--- config.mk ---
export PLATFORM = sky130hd
export DESIGN_NAME = dgc_top
export DESIGN_NICKNAME = d
export VERILOG_FILES = /design/src/core/dgc_pkg.sv /design/src/core/dgc_geom.sv /design/src/core/dgc_top.sv
export VERILOG_INCLUDE_DIRS = /design/src /design/src/core
export SDC_FILE = /design/constraint.sdc
export NUM_CORES = 1
export LEC_CHECK = 0
export BUFFER_PORTS_ARGS = -buffer_cell sky130_fd_sc_hd__buf_2
export CAP_MARGIN = 20
export CORE_ASPECT_RATIO = 1.2
export CORE_MARGIN = 3
export CORE_UTILIZATION = 40
export DETAILED_ROUTE_END_ITERATION = 16
export SKIP_CTS_REPAIR_TIMING = 1
export SLEW_MARGIN = 20
export SYNTH_ARGS = -nofsm -noshare
export SYNTH_HDL_FRONTEND = slang
export SYNTH_SLANG_ARGS = --single-unit
--- constraint.sdc ---
create_clock -name aclk -period 5.48 [get_ports aclk]
set_input_delay 0.548 -clock aclk [delete_from_list [all_inputs] [get_ports aclk]]
set_output_delay 0.548 -clock aclk [all_outputs]
set_load 0.02 [all_outputs]
--- src/core/dgc_regs.svh ---
`ifndef DGC_REGS_SVH
`define DGC_REGS_SVH
// Register byte offsets
`define DGC_OFF_CTRL      8'h00
`define DGC_OFF_SLOT0     8'h04
`define DGC_OFF_SLOT1     8'h08
`define DGC_OFF_TIMING    8'h0c
`define DGC_OFF_STATUS    8'h10
`define DGC_OFF_ADDR      8'h14
`define DGC_OFF_DECODE    8'h18
`define DGC_OFF_CMD       8'h1c
// CTRL fields
`define DGC_CTRL_DDR3     0
`define DGC_CTRL_RATE     1
`define DGC_CTRL_ENABLE   2
`define DGC_CTRL_DRST     3
// SLOT fields: [0] present, [1] two ranks, [2] x16, [4:3] density code
`define DGC_SLOT_PRES     0
`define DGC_SLOT_DUAL     1
`define DGC_SLOT_X16      2
`define DGC_SLOT_DEN_LO   3
// TIMING fields, four bytes from the top: cas, trcd, tras, trp in memory clocks
`define DGC_CTRL_RST      32'h0000_0008
`define DGC_TIMING_RST    32'h0f05_0505
// Rates in MT/s
`define DGC_RATE_667      16'd667
`define DGC_RATE_800      16'd800
`endif

--- src/core/dgc_pkg.sv ---
package dgc_pkg;
    typedef enum logic [1:0] {
        DGC_DEN_256M = 2'b00,
        DGC_DEN_512M = 2'b01,
        DGC_DEN_1G   = 2'b10,
        DGC_DEN_2G   = 2'b11
    } dgc_den_t;
    typedef enum logic [2:0] {
        DGC_IDLE = 3'b000,
        DGC_ACT  = 3'b001,
        DGC_RCD  = 3'b010,
        DGC_RW   = 3'b011,
        DGC_RAS  = 3'b100,
        DGC_PRE  = 3'b101,
        DGC_REF  = 3'b110
    } dgc_state_t;
    typedef enum logic [2:0] {
        DGC_C_NOP = 3'b000,
        DGC_C_ACT = 3'b001,
        DGC_C_RD  = 3'b010,
        DGC_C_WR  = 3'b011,
        DGC_C_PRE = 3'b100,
        DGC_C_REF = 3'b101
    } dgc_cmd_t;
endpackage

--- src/core/dgc_geom.sv ---
`timescale 1ns/100ps
`default_nettype none
// Geometry lookup for one module slot
module dgc_geom
    import dgc_pkg::*;
(
    input  wire logic       x16,
    input  wire logic [1:0] den,
    input  wire logic       ddr3,
    output logic            bank8,
    output logic [1:0]      col_bits_m9,
    output logic [1:0]      row_bits_m13,
    output logic [3:0]      rank_mb_log2,
    output logic            legal
);
    // Columns, banks, rows and rank capacity per density and width
    always_comb begin
        bank8        = 1'b1;
        col_bits_m9  = 2'd1;
        row_bits_m13 = 2'd1;
        rank_mb_log2 = 4'd0;
        legal        = 1'b1;
        case (dgc_den_t'(den))
            DGC_DEN_256M: begin
                bank8        = 1'b0;
                col_bits_m9  = x16 ? 2'd0 : 2'd1;
                row_bits_m13 = 2'd0;
                rank_mb_log2 = x16 ? 4'd7 : 4'd8;
                legal        = !ddr3;
            end
            DGC_DEN_512M: begin
                bank8        = x16;
                row_bits_m13 = 2'd1;
                rank_mb_log2 = x16 ? 4'd8 : 4'd9;
                legal        = !ddr3;
            end
            DGC_DEN_1G: begin
                row_bits_m13 = x16 ? 2'd0 : 2'd1;
                rank_mb_log2 = x16 ? 4'd9 : 4'd10;
            end
            DGC_DEN_2G: begin
                row_bits_m13 = x16 ? 2'd0 : 2'd1;
                rank_mb_log2 = x16 ? 4'd10 : 4'd11;
            end
            default: begin
                legal = 1'b0;
            end
        endcase
    end
endmodule
`default_nettype wire

--- src/core/dgc_top.sv ---
`timescale 1ns/100ps
`default_nettype none
`include "dgc_regs.svh"
// Overview of operation
// - One 64-bit channel only; every cycle goes to it, serving both slots.
// - Up to two modules, single or dual rank, decoding up to four ranks.
// - DDR2 runs at 667 or 800 MT/s, non-ECC modules only.
// - DDR3 runs only at 800 MT/s with unbuffered non-ECC SO-DIMMs.
// - DDR2 builds: single x16, single x8, double x8.
// - Ranks counted by chip selects wired, not component placement.
// - 4Gb and 8Gb devices are not decoded.
// - 256Mb: 4 banks, 8K rows; x8 1K cols 256MB, x16 512 cols 128MB.
// - 512Mb: 1K cols, 16K rows; x8 4 banks 512MB, x16 8 banks 256MB.
// - 1Gb: 8 banks, 1K cols; x8 16K rows 1GB, x16 8K rows 512MB.
// - 2Gb: 8 banks, 1K cols; x8 16K rows 2GB, x16 8K rows 1GB.
// - DDR3 builds: two ranks x16 or one rank x8, eight banks.
// - DDR3 uses standard 1Gb and 2Gb addressing, 1GB or 2GB modules.
// - Any slot may be populated, in any order.
// - DDR3 drives one active-low DRAM reset output; unused for DDR2.
module dgc_top
    import dgc_pkg::*;
(
    input  wire logic        aclk,
    input  wire logic        aresetn,
    input  wire logic [7:0]  s_axi_awaddr,
    input  wire logic        s_axi_awvalid,
    output logic             s_axi_awready,
    input  wire logic [31:0] s_axi_wdata,
    input  wire logic [3:0]  s_axi_wstrb,
    input  wire logic        s_axi_wvalid,
    output logic             s_axi_wready,
    output logic [1:0]       s_axi_bresp,
    output logic             s_axi_bvalid,
    input  wire logic        s_axi_bready,
    input  wire logic [7:0]  s_axi_araddr,
    input  wire logic        s_axi_arvalid,
    output logic             s_axi_arready,
    output logic [31:0]      s_axi_rdata,
    output logic [1:0]       s_axi_rresp,
    output logic             s_axi_rvalid,
    input  wire logic        s_axi_rready,
    output logic             dram_reset_out_n,
    output logic [3:0]       dram_cs_n,
    output logic [2:0]       dram_cmd,
    output logic [2:0]       dram_ba,
    output logic [13:0]      dram_addr
);
    logic [31:0] ctrl_reg;
    logic [31:0] slot0_reg;
    logic [31:0] slot1_reg;
    logic [31:0] timing_reg;
    logic [31:0] addr_reg;
    logic [31:0] cmd_reg;
    logic        aw_got_reg;
    logic        w_got_reg;
    logic [7:0]  aw_addr_reg;
    logic [31:0] w_data_reg;
    logic [3:0]  w_strb_reg;
    logic        wr_fire;
    logic        cfg_err_reg;
    logic [1:0]  dec_rank_reg;
    logic [2:0]  dec_bank_reg;
    logic [13:0] dec_row_reg;
    logic [9:0]  dec_col_reg;
    logic        dec_hit_reg;
    dgc_state_t  state_reg;
    logic [7:0]  tcnt_reg;
    logic        busy_reg;
    logic        go_start;

    // Byte-lane merge shared by every writable register
    function automatic logic [31:0] merge(input logic [31:0] old, input logic [31:0] nw,
                                          input logic [3:0] strb);
        logic [31:0] r;
        r = old;
        for (int i = 0; i < 4; i++) begin
            if (strb[i]) begin
                r[i*8 +: 8] = nw[i*8 +: 8];
            end
        end
        return r;
    endfunction

    // Rank count of a slot: chip selects wired, not component sides
    function automatic logic [1:0] ranks(input logic [31:0] s);
        return s[`DGC_SLOT_PRES] ? (s[`DGC_SLOT_DUAL] ? 2'd2 : 2'd1) : 2'd0;
    endfunction

    // Slot build allowed by the selected memory type
    function automatic logic build_ok(input logic [31:0] s, input logic ddr3);
        logic r;
        r = 1'b1;
        if (s[`DGC_SLOT_PRES]) begin
            if (ddr3) begin
                r = (s[`DGC_SLOT_X16] == s[`DGC_SLOT_DUAL]);
            end else begin
                r = !(s[`DGC_SLOT_X16] && s[`DGC_SLOT_DUAL]);
            end
        end
        return r;
    endfunction

    logic       g0_b8;
    logic [1:0] g0_col;
    logic [1:0] g0_row;
    logic [3:0] g0_mb;
    logic       g0_ok;
    logic       g1_b8;
    logic [1:0] g1_col;
    logic [1:0] g1_row;
    logic [3:0] g1_mb;
    logic       g1_ok;
    logic       ddr3;

    assign ddr3 = ctrl_reg[`DGC_CTRL_DDR3];

    // Sequencer start; a go bit written while busy stays pending until this fires
    assign go_start = state_reg == DGC_IDLE && cmd_reg[0] && !busy_reg
                      && ctrl_reg[`DGC_CTRL_ENABLE] && !cfg_err_reg
                      && (cmd_reg[2] || dec_hit_reg);

    dgc_geom u_geom0 (
        .x16          (slot0_reg[`DGC_SLOT_X16]),
        .den          (slot0_reg[`DGC_SLOT_DEN_LO +: 2]),
        .ddr3         (ddr3),
        .bank8        (g0_b8),
        .col_bits_m9  (g0_col),
        .row_bits_m13 (g0_row),
        .rank_mb_log2 (g0_mb),
        .legal        (g0_ok)
    );
    dgc_geom u_geom1 (
        .x16          (slot1_reg[`DGC_SLOT_X16]),
        .den          (slot1_reg[`DGC_SLOT_DEN_LO +: 2]),
        .ddr3         (ddr3),
        .bank8        (g1_b8),
        .col_bits_m9  (g1_col),
        .row_bits_m13 (g1_row),
        .rank_mb_log2 (g1_mb),
        .legal        (g1_ok)
    );

    // Write channel: address and data accepted in either order
    assign wr_fire = aw_got_reg && w_got_reg && !s_axi_bvalid;
    always_ff @(posedge aclk) begin
        if (!aresetn) begin
            aw_got_reg    <= 1'b0;
            w_got_reg     <= 1'b0;
            aw_addr_reg   <= 8'h00;
            w_data_reg    <= 32'h0000_0000;
            w_strb_reg    <= 4'h0;
            s_axi_awready <= 1'b0;
            s_axi_wready  <= 1'b0;
            s_axi_bvalid  <= 1'b0;
            s_axi_bresp   <= 2'b00;
        end else begin
            s_axi_awready <= !aw_got_reg && !s_axi_awready && s_axi_awvalid;
            s_axi_wready  <= !w_got_reg && !s_axi_wready && s_axi_wvalid;
            if (s_axi_awvalid && s_axi_awready) begin
                aw_got_reg  <= 1'b1;
                aw_addr_reg <= s_axi_awaddr;
            end
            if (s_axi_wvalid && s_axi_wready) begin
                w_got_reg  <= 1'b1;
                w_data_reg <= s_axi_wdata;
                w_strb_reg <= s_axi_wstrb;
            end
            if (wr_fire) begin
                aw_got_reg   <= 1'b0;
                w_got_reg    <= 1'b0;
                s_axi_bvalid <= 1'b1;
                s_axi_bresp  <= (aw_addr_reg[1:0] == 2'b00 &&
                                 aw_addr_reg <= `DGC_OFF_CMD) ? 2'b00 : 2'b10;
            end else if (s_axi_bvalid && s_axi_bready) begin
                s_axi_bvalid <= 1'b0;
            end
        end
    end

    // Configuration registers; status and decode are read-only
    always_ff @(posedge aclk) begin
        if (!aresetn) begin
            ctrl_reg   <= `DGC_CTRL_RST;
            slot0_reg  <= 32'h0000_0000;
            slot1_reg  <= 32'h0000_0000;
            timing_reg <= `DGC_TIMING_RST;
            addr_reg   <= 32'h0000_0000;
            cmd_reg    <= 32'h0000_0000;
        end else begin
            if (go_start) begin
                cmd_reg[0] <= 1'b0;
            end
            if (wr_fire) begin
                case (aw_addr_reg)
                    `DGC_OFF_CTRL:   ctrl_reg   <= merge(ctrl_reg, w_data_reg, w_strb_reg);
                    `DGC_OFF_SLOT0:  slot0_reg  <= merge(slot0_reg, w_data_reg, w_strb_reg);
                    `DGC_OFF_SLOT1:  slot1_reg  <= merge(slot1_reg, w_data_reg, w_strb_reg);
                    `DGC_OFF_TIMING: timing_reg <= merge(timing_reg, w_data_reg, w_strb_reg);
                    `DGC_OFF_ADDR:   addr_reg   <= merge(addr_reg, w_data_reg, w_strb_reg);
                    `DGC_OFF_CMD:    cmd_reg    <= merge(cmd_reg, w_data_reg, w_strb_reg);
                    default: begin
                    end
                endcase
            end
        end
    end

    // Illegal population or rate flags a config error and blocks commands.
    // DDR3 needs rate bit 1 (800 MT/s), a clear rate bit is an error; rate bit 0 selects 667 for DDR2 only.
    always_ff @(posedge aclk) begin
        if (!aresetn) begin
            cfg_err_reg <= 1'b0;
        end else begin
            cfg_err_reg <= (ddr3 && !ctrl_reg[`DGC_CTRL_RATE])
                        || !build_ok(slot0_reg, ddr3) || !build_ok(slot1_reg, ddr3)
                        || (slot0_reg[`DGC_SLOT_PRES] && !g0_ok)
                        || (slot1_reg[`DGC_SLOT_PRES] && !g1_ok)
                        || (!slot0_reg[`DGC_SLOT_PRES] && !slot1_reg[`DGC_SLOT_PRES]);
        end
    end

    // Address split: ranks of slot 0 first, then slot 1, any slot may be empty
    always_ff @(posedge aclk) begin
        logic       s1;
        logic [1:0] cb;
        logic [1:0] rb;
        logic       b8;
        logic [3:0] mb;
        logic       dual;
        logic [33:0] off;
        logic [31:0] a;
        s1 = 1'b0;
        a  = addr_reg;
        mb = g0_mb;
        if (!aresetn) begin
            dec_rank_reg <= 2'd0;
            dec_bank_reg <= 3'd0;
            dec_row_reg  <= 14'd0;
            dec_col_reg  <= 10'd0;
            dec_hit_reg  <= 1'b0;
        end else begin
            // 34 bits: two ranks of 2GB make 4GB, which would wrap a 32-bit sum
            off = slot0_reg[`DGC_SLOT_PRES] ?
                  (34'h0010_0000 << g0_mb) << slot0_reg[`DGC_SLOT_DUAL] : 34'h0;
            if ({2'b00, a} >= off) begin
                s1 = 1'b1;
                a  = a - off[31:0];
                mb = g1_mb;
            end
            cb   = s1 ? g1_col : g0_col;
            rb   = s1 ? g1_row : g0_row;
            b8   = s1 ? g1_b8 : g0_b8;
            dual = s1 ? slot1_reg[`DGC_SLOT_DUAL] : slot0_reg[`DGC_SLOT_DUAL];
            // 8 bytes per column beat on the 64-bit channel
            a = a >> 3;
            dec_col_reg  <= cb[0] ? a[9:0] : {1'b0, a[8:0]};
            a = cb[0] ? a >> 10 : a >> 9;
            dec_bank_reg <= b8 ? a[2:0] : {1'b0, a[1:0]};
            a = b8 ? a >> 3 : a >> 2;
            dec_row_reg  <= rb[0] ? a[13:0] : {1'b0, a[12:0]};
            a = rb[0] ? a >> 14 : a >> 13;
            dec_rank_reg <= {s1, dual & a[0]};
            dec_hit_reg  <= (s1 ? slot1_reg[`DGC_SLOT_PRES] : slot0_reg[`DGC_SLOT_PRES])
                            && ({2'b00, addr_reg} < off + ((34'h0010_0000 << mb) << dual));
        end
    end

    // Command sequencer; cmd_reg[0] starts access, [1] write, [2] refresh
    always_ff @(posedge aclk) begin
        if (!aresetn) begin
            state_reg <= DGC_IDLE;
            tcnt_reg  <= 8'd0;
            busy_reg  <= 1'b0;
            dram_cmd  <= DGC_C_NOP;
            dram_cs_n <= 4'hf;
            dram_ba   <= 3'd0;
            dram_addr <= 14'd0;
        end else begin
            dram_cmd  <= DGC_C_NOP;
            dram_cs_n <= 4'hf;
            if (tcnt_reg != 8'd0) begin
                tcnt_reg <= tcnt_reg - 8'd1;
            end
            case (state_reg)
                DGC_IDLE: begin
                    busy_reg <= 1'b0;
                    if (go_start) begin
                        busy_reg  <= 1'b1;
                        state_reg <= cmd_reg[2] ? DGC_REF : DGC_ACT;
                    end
                end
                DGC_ACT: begin
                    dram_cmd  <= DGC_C_ACT;
                    dram_cs_n <= ~(4'h1 << dec_rank_reg);
                    dram_ba   <= dec_bank_reg;
                    dram_addr <= dec_row_reg;
                    tcnt_reg  <= timing_reg[23:16];
                    state_reg <= DGC_RCD;
                end
                DGC_RCD: begin
                    if (tcnt_reg <= 8'd1) begin
                        state_reg <= DGC_RW;
                    end
                end
                DGC_RW: begin
                    dram_cmd  <= cmd_reg[1] ? DGC_C_WR : DGC_C_RD;
                    dram_cs_n <= ~(4'h1 << dec_rank_reg);
                    dram_addr <= {4'h0, dec_col_reg};
                    tcnt_reg  <= timing_reg[31:24] + timing_reg[15:8];
                    state_reg <= DGC_RAS;
                end
                DGC_RAS: begin
                    if (tcnt_reg <= 8'd1) begin
                        state_reg <= DGC_PRE;
                    end
                end
                DGC_PRE: begin
                    dram_cmd  <= DGC_C_PRE;
                    dram_cs_n <= ~(4'h1 << dec_rank_reg);
                    dram_ba   <= dec_bank_reg;
                    tcnt_reg  <= timing_reg[7:0];
                    state_reg <= DGC_REF;
                end
                DGC_REF: begin
                    if (tcnt_reg <= 8'd1) begin
                        if (cmd_reg[2] && busy_reg && dram_cmd != DGC_C_REF) begin
                            dram_cmd  <= DGC_C_REF;
                            dram_cs_n <= 4'h0;
                        end
                        state_reg <= DGC_IDLE;
                    end
                end
                default: begin
                    state_reg <= DGC_IDLE;
                end
            endcase
        end
    end

    // DRAM reset pin: low during reset and while asked for in DDR3 mode, high otherwise
    always_ff @(posedge aclk) begin
        if (!aresetn) begin
            dram_reset_out_n <= 1'b0;
        end else begin
            dram_reset_out_n <= !(ddr3 && ctrl_reg[`DGC_CTRL_DRST]);
        end
    end

    // Read channel, one cycle after address accept
    always_ff @(posedge aclk) begin
        if (!aresetn) begin
            s_axi_arready <= 1'b0;
            s_axi_rvalid  <= 1'b0;
            s_axi_rdata   <= 32'h0000_0000;
            s_axi_rresp   <= 2'b00;
        end else begin
            s_axi_arready <= !s_axi_arready && !s_axi_rvalid && s_axi_arvalid;
            if (s_axi_arvalid && s_axi_arready) begin
                s_axi_rvalid <= 1'b1;
                s_axi_rresp  <= 2'b00;
                case (s_axi_araddr)
                    `DGC_OFF_CTRL:   s_axi_rdata <= ctrl_reg;
                    `DGC_OFF_SLOT0:  s_axi_rdata <= slot0_reg;
                    `DGC_OFF_SLOT1:  s_axi_rdata <= slot1_reg;
                    `DGC_OFF_TIMING: s_axi_rdata <= timing_reg;
                    `DGC_OFF_STATUS: s_axi_rdata <= {24'h0, g1_mb[1:0], ranks(slot1_reg),
                                                     ranks(slot0_reg), busy_reg, cfg_err_reg};
                    `DGC_OFF_ADDR:   s_axi_rdata <= addr_reg;
                    `DGC_OFF_DECODE: s_axi_rdata <= {dec_hit_reg, 2'b0, dec_rank_reg,
                                                     dec_bank_reg, dec_row_reg, dec_col_reg};
                    `DGC_OFF_CMD:    s_axi_rdata <= cmd_reg;
                    default: begin
                        s_axi_rdata <= 32'h0000_0000;
                        s_axi_rresp <= 2'b10;
                    end
                endcase
            end else if (s_axi_rvalid && s_axi_rready) begin
                s_axi_rvalid <= 1'b0;
            end
        end
    end
endmodule
`default_nettype wire

[After elaboration in Yosys (flattened, before gate mapping)]
Cells that the tools add are included.
Word-level totals
  word-level logic and storage cells: 278
  input bits: 59
  register bits after elaboration: 347
  output and inout port bits: 66
Cells by class
  add/subtract/negate cells: 4
  shift operators: 5
  reductions and logical operators: 102
  eq/ne operators: 32
  bitwise operators: 3
  multiplexer cells: 73
  $lt $le $gt $ge: 4
Operators with widths (count)
  $pmux 32 s8: 1
  $reduce_and 3->1: 24
  $shl 21x4->34 const A: 2
  $shl 34x1->34: 2
  $mux 31: 2
  $eq 8x5->1 const B: 6
  $add 34x34->34: 1
  $ge 32x34->1: 1
  $lt 32x34->1: 1
  $mux 1: 34
  $mux 34: 1
  $eq 8x4->1 const B: 4
  $pmux 4 s4: 2
  $sub 31x31->31: 1
  $logic_and 1x1->1: 29
  $pmux 14 s2: 1
  $mux 4: 6
  $pmux 8 s3: 1
  $mux 3: 7
  $pmux 3 s7: 1
  $logic_not 1->1: 20
  $mux 18: 1
  $eq 8x3->1 const B: 2
  $logic_not 8->1: 2
  other kinds (34): 71

[Longest topological paths before layout]
  depth in word-level cells: 13
  depth in mapped cells: 28
  depth with buffers taken out: 25

[Cells and area by module]
A second synthesis with hierarchy kept.
Second synthesis, totals
  cells, all modules: 1904
  area, all modules: 16474.6 um^2
By module, submodules not included
  dgc_top: area each 16306.9 um^2, instances 1, sequential area each 6906.6 um^2, cells an instance 1878
  dgc_geom: area each 83.8 um^2, instances 2, sequential area each 0.0 um^2, cells an instance 13

[Worst setup path after synthesis]
No wires, ideal clock.
  path kind: register -> register
  from: register slot0_reg[2]
  to: register dec_hit_reg
  arrival: 4.540 ns
  path buffers: 4
  path slack: 0.866 ns
  period minus slack after synthesis: 4.614 ns
  data required time: 5.406 ns
  stages on the path, launching flop included: 27
  setup time: 0.074 ns
  cell sequence: dfxtp_1 -> buf_2 -> nand2b_1 -> and2_1 -> a21oi_1 -> nor2_1 -> o21ai_0 -> ha_1 -> a21oi_1 -> o22ai_1 -> nor3_1 -> a21o_2 -> buf_6 -> o22ai_1 -> buf_4 -> buf_2 -> and2_1 -> ha_1 -> o41ai_2 -> xnor2_1 -> ha_1 -> a21oi_1 -> nor2b_1 -> o31a_1 -> o21ai_0 -> a221oi_1 -> a31oi_1
On the way
  cells in the longest elaborated chain, start to end: 13
  elaborated cells on any way between the ends: 20
  those cells by class: add/sub (1); order compare (2); shift (4); mux (12); reduce/logical (1)
Ends and longest elaborated chain
  start: declaration: RTL line dgc_top.sv:49  | logic [31:0] slot0_reg;
  start signal: assignment: RTL line dgc_top.sv:196  | `DGC_OFF_SLOT0: slot0_reg <= merge(slot0_reg, w_data_reg, w_strb_reg);
  $mux 1 (tied with other cells): RTL line dgc_geom.sv:34, dgc_geom.sv:43
  $pmux 4 s4 (*): RTL line dgc_geom.sv:23  | case (dgc_den_t'(den))
  $shl 21x4->34: RTL line dgc_top.sv:244  | (34'h0010_0000 << g0_mb) << slot0_reg[`DGC_SLOT_DUAL] : 34'h0;
  $shl 34x1->34: RTL line dgc_top.sv:244
  $mux 34: RTL line dgc_top.sv:243  | off = slot0_reg[`DGC_SLOT_PRES] ?
  $ge 32x34->1: RTL line dgc_top.sv:245  | if ({2'b00, a} >= off) begin
  $mux 4 or $mux 1 (tied branches): RTL line dgc_top.sv:245
  $mux 4 or $mux 1 (tied branches): RTL line dgc_top.sv:235  | if (!aresetn) begin
  $shl 21x4->34 or $mux 1 (tied branches): RTL line dgc_top.sv:264, dgc_top.sv:253
  $shl 34x1->34: RTL line dgc_top.sv:264  | && ({2'b00, addr_reg} < off + ((34'h0010_0000 << mb) << dual));
  $add 34x34->34: RTL line dgc_top.sv:264
  $lt 32x34->1: RTL line dgc_top.sv:264
  $logic_and 1x1->1 (*): RTL line dgc_top.sv:263  | dec_hit_reg <= (s1 ? slot1_reg[`DGC_SLOT_PRES] : slot0_reg[`DGC_SLOT_PRES])
  end signal: assignment: RTL line dgc_top.sv:263
  end: declaration: RTL line dgc_top.sv:65  | logic dec_hit_reg;
Every way passes the cells marked *; elsewhere a longest branch is shown, timed or not. The select of a mux whose other input is x is not followed.
A chain may end at the register's enable or synchronous reset.

[Final worst setup path]
  from: register slot0_reg[3]
  to: register dec_hit_reg
On the way
  cells in the longest elaborated chain, start to end: 13
  elaborated cells on any way between the ends: 20
  those cells by class: add/sub (1); order compare (2); eq/ne (3); shift (4); mux (8); reduce/logical (2)
Ends and longest elaborated chain (RTL line)
  $eq 2x2->1 (tied with other cells): dgc_geom.sv:23
  $pmux 4 s4 (*): dgc_geom.sv:23
  $shl 21x4->34: dgc_top.sv:244
  $shl 34x1->34: dgc_top.sv:244
  $mux 34: dgc_top.sv:243
  $ge 32x34->1: dgc_top.sv:245
  $mux 4 or $mux 1 (tied branches): dgc_top.sv:245
  $mux 4 or $mux 1 (tied branches): dgc_top.sv:235
  $shl 21x4->34 or $mux 1 (tied branches): dgc_top.sv:264, dgc_top.sv:253
  $shl 34x1->34: dgc_top.sv:264
  $add 34x34->34: dgc_top.sv:264
  $lt 32x34->1: dgc_top.sv:264
  $logic_and 1x1->1 (*): dgc_top.sv:263
Marks and branches as above.

==> flow_metrics.tcl <==
set metrics [dict create \
    status "completed" \
    report.final.slew_viol_count 0 \
    syn_area_per_cell_sq_um 8.77 \
    drt_wl_total_mm 49.5 \
    timing.rr.start "slot0_reg[3]" \
    cts_tree "built" \
    p_leak_uw 0.00762 \
    postRouteAntennaNets 0 \
    ys_types 78 \
    pin_count 125 \
    finalCoreUtilization 0.466 \
    vdd_ir_drop_max_uv 185 \
    drc_errors 0 \
    fin_crit_ps 4950 \
    max_freq_ghz 0.202 \
    r2r-end "dec_hit_reg" \
    port_buffers 122 \
    syn_area_sq_um 15900 \
    start_kind "register" \
    async_flop_share 0 \
    reg2regPathDepth 25 \
    cts-root-buf "clkbuf_16" \
    dpl_cell_area_sq_um 17000 \
    cp_max_fo 11 \
    fin_setup_tns_ps 0 \
    antenna_found_initial 0 \
    fin_nets 2019 \
    worst_slew_pin_slew_ps 1070 \
    stdcell_area_sq_um 18200 \
    ys_seq_area_frac 0.434 \
    cpMostUsedCell "nor2_1" \
    whs_path_depth 3 \
    synth_ff_type "dfxtp_1" \
    grt_pass1_wl_mm 76.6 \
    grt_setup_unrepaired "false" \
    diodes 0 \
    crit_path_top_delay_cell "dfxtp_1" \
    htreeDepth 2 \
    wl_per_cell_um 20.1 \
    cpPeakStageDelay_ps 490 \
    core_region_area_sq_um 39000 \
    grt_remaining_overflow 0 \
    synth_cells 1816 \
    rows 79 \
    clkTransAtPathRegs_ps 60 \
    crit_type "register to register" \
    critPathArrivalTime_ps 5350 \
    routabilityCongestion 0.906 \
    start_util 0.408 \
    period_share 0.903 \
    final-hold-violation-count 0 \
    syn_to_final_growth_pct 14.4 \
    dp.final_hpwl_mm 34.2 \
    post-place-ws_ps 438 \
    numCtsBuffers 36 \
    setup_ws_ps 533 \
    finalPower_uw 5390 \
    hp-start "s_axi_wdata[3]" \
    yosysWarningCount 0 \
    cts_buffer_depth 3 \
    clock_latency_ps 530 \
    die_w_um 188 \
    first_pass_iters 9 \
    drt_iter0_drc 1291 \
    fin_worst_skew_ps 15.2 \
    cp-end-kind "register" \
    synth_edf_count 0 \
    min_path_type "input pin to register" \
    vias_per_cell 5.61 \
    ys_seq_elements 345 \
    maxCapViolCount 0 \
    setup_viol 0 \
    maxSlewHeadroom 0.279 \
    grt_pass1_vias 13200 \
    track_usage 0.228 \
    r2r_slack_ps 530 \
    die_h_um 225 \
    min_to "w_data_reg[3]" \
    die-area_sq_um 42200 \
    drive_gt1_frac 0.128 \
    num_vias 13800 \
    required_ps 5880 \
    power_density_nw_per_um2 296 \
    grt_start_max_net_pins 170 \
    cts.sinks 345 \
]
-- how the worst max path moves through the flow --
stage	slack (ps)	depth (start not counted)	end	start
3_3_place_gp	520	23	dec_hit_reg	slot0_reg[2]
2_1_floorplan	870	26	dec_hit_reg	slot0_reg[2]
5_1_grt	8	25	dec_hit_reg	slot0_reg[3]
6_report	530	25	dec_hit_reg	slot0_reg[3]
4_1_cts	390	23	dec_hit_reg	slot0_reg[2]
3_5_place_dp	440	23	dec_hit_reg	slot0_reg[2]
-- routing by layer --
| metal | wire length, um | track usage |
|---|---|---|
| met3 | 2200 | 0.0270 |
| met5 | 0 | 0 |
| met4 | 1820 | 0.0831 |
| met2 | 23300 | 0.382 |
| met1 | 22100 | 0.303 |
-- kinds of logic after synthesis --
| family | after synthesis | synth area share |
|---|---|---|
| AND/OR/NAND/NOR | 633 | 0.175 |
| AO/OA/AOI/OAI | 420 | 0.172 |
| flip-flops | 345 | 0.434 |
| multiplexers | 193 | 0.123 |
| buffers and inverters | 141 | 0.0383 |
| adder cells (fa/ha/maj) | 50 | 0.0402 |
| XOR/XNOR | 32 | 0.0176 |
| other | 2 | 0.000472 |
-- per-stage QoR --
stage	hold slack, ps	cells
after floorplan	420	1839
after global placement	434	2397
after detailed placement	443	2398
after CTS	230	2464
after global routing	248	2464
final	255	2464
-- area by class of cell --
type | count | area (sq um)
clock buffers | 56 | 1130
clock inverters | 10 | 60.1
fillers | 3819 | 20800
inverters | 29 | 116
multi-input cells | 1353 | 8550
flip-flops and latches | 345 | 6910
well taps | 526 | 658
repair buffers | 145 | 783
-- critical path: cells and delay by family, from the launching register on --
kind / cells / cell delay (ps)
xor gates and xnor gates: 1 / 150
AOI/OAI and AO/OA: 10 / 1590
adders and majority gates: 3 / 1030
and+or+nand+nor: 9 / 1240
buffers and inverters: 1 / 200
muxes: 1 / 130
DFF: 1 / 490
-- where the power goes --
part / internal, uW / leakage, uW / switching, uW
Sequential: 2540 / 0.00278 / 50.8
Combinational: 136 / 0.00424 / 220
Clock: 1420 / 0.000593 / 1020
Total: 4100 / 0.00762 / 1290
-- cell usage in the layout (no fill, tap or decap), types with 25 or more instances in the layout --
master,count
a21oi_1,164
a22oi_1,66
a31oi_1,35
buf_2,122
clkbuf_16,37
conb_1,25
dfxtp_1,344
ha_1,47
inv_1,27
mux2i_1,184
nand2_1,217
nand3_1,57
nor2_1,251
nor3_1,27
o21ai_0,27
-- cell usage after synthesis, types with 19 or more instances --
cell type / n / area [sq um]
a21oi_1: 164 / 821
a222oi_1: 24 / 240
a22oi_1: 66 / 495
a31oi_1: 35 / 219
buf_2: 19 / 95.1
clkbuf_1: 80 / 300
dfxtp_1: 345 / 6910
ha_1: 48 / 601
inv_1: 28 / 105
mux2i_1: 184 / 1840
nand2_1: 217 / 815
nand3_1: 57 / 285
nor2_1: 252 / 946
nor3_1: 29 / 145
o21ai_0: 30 / 150
(Power assumes the default switching activity.)
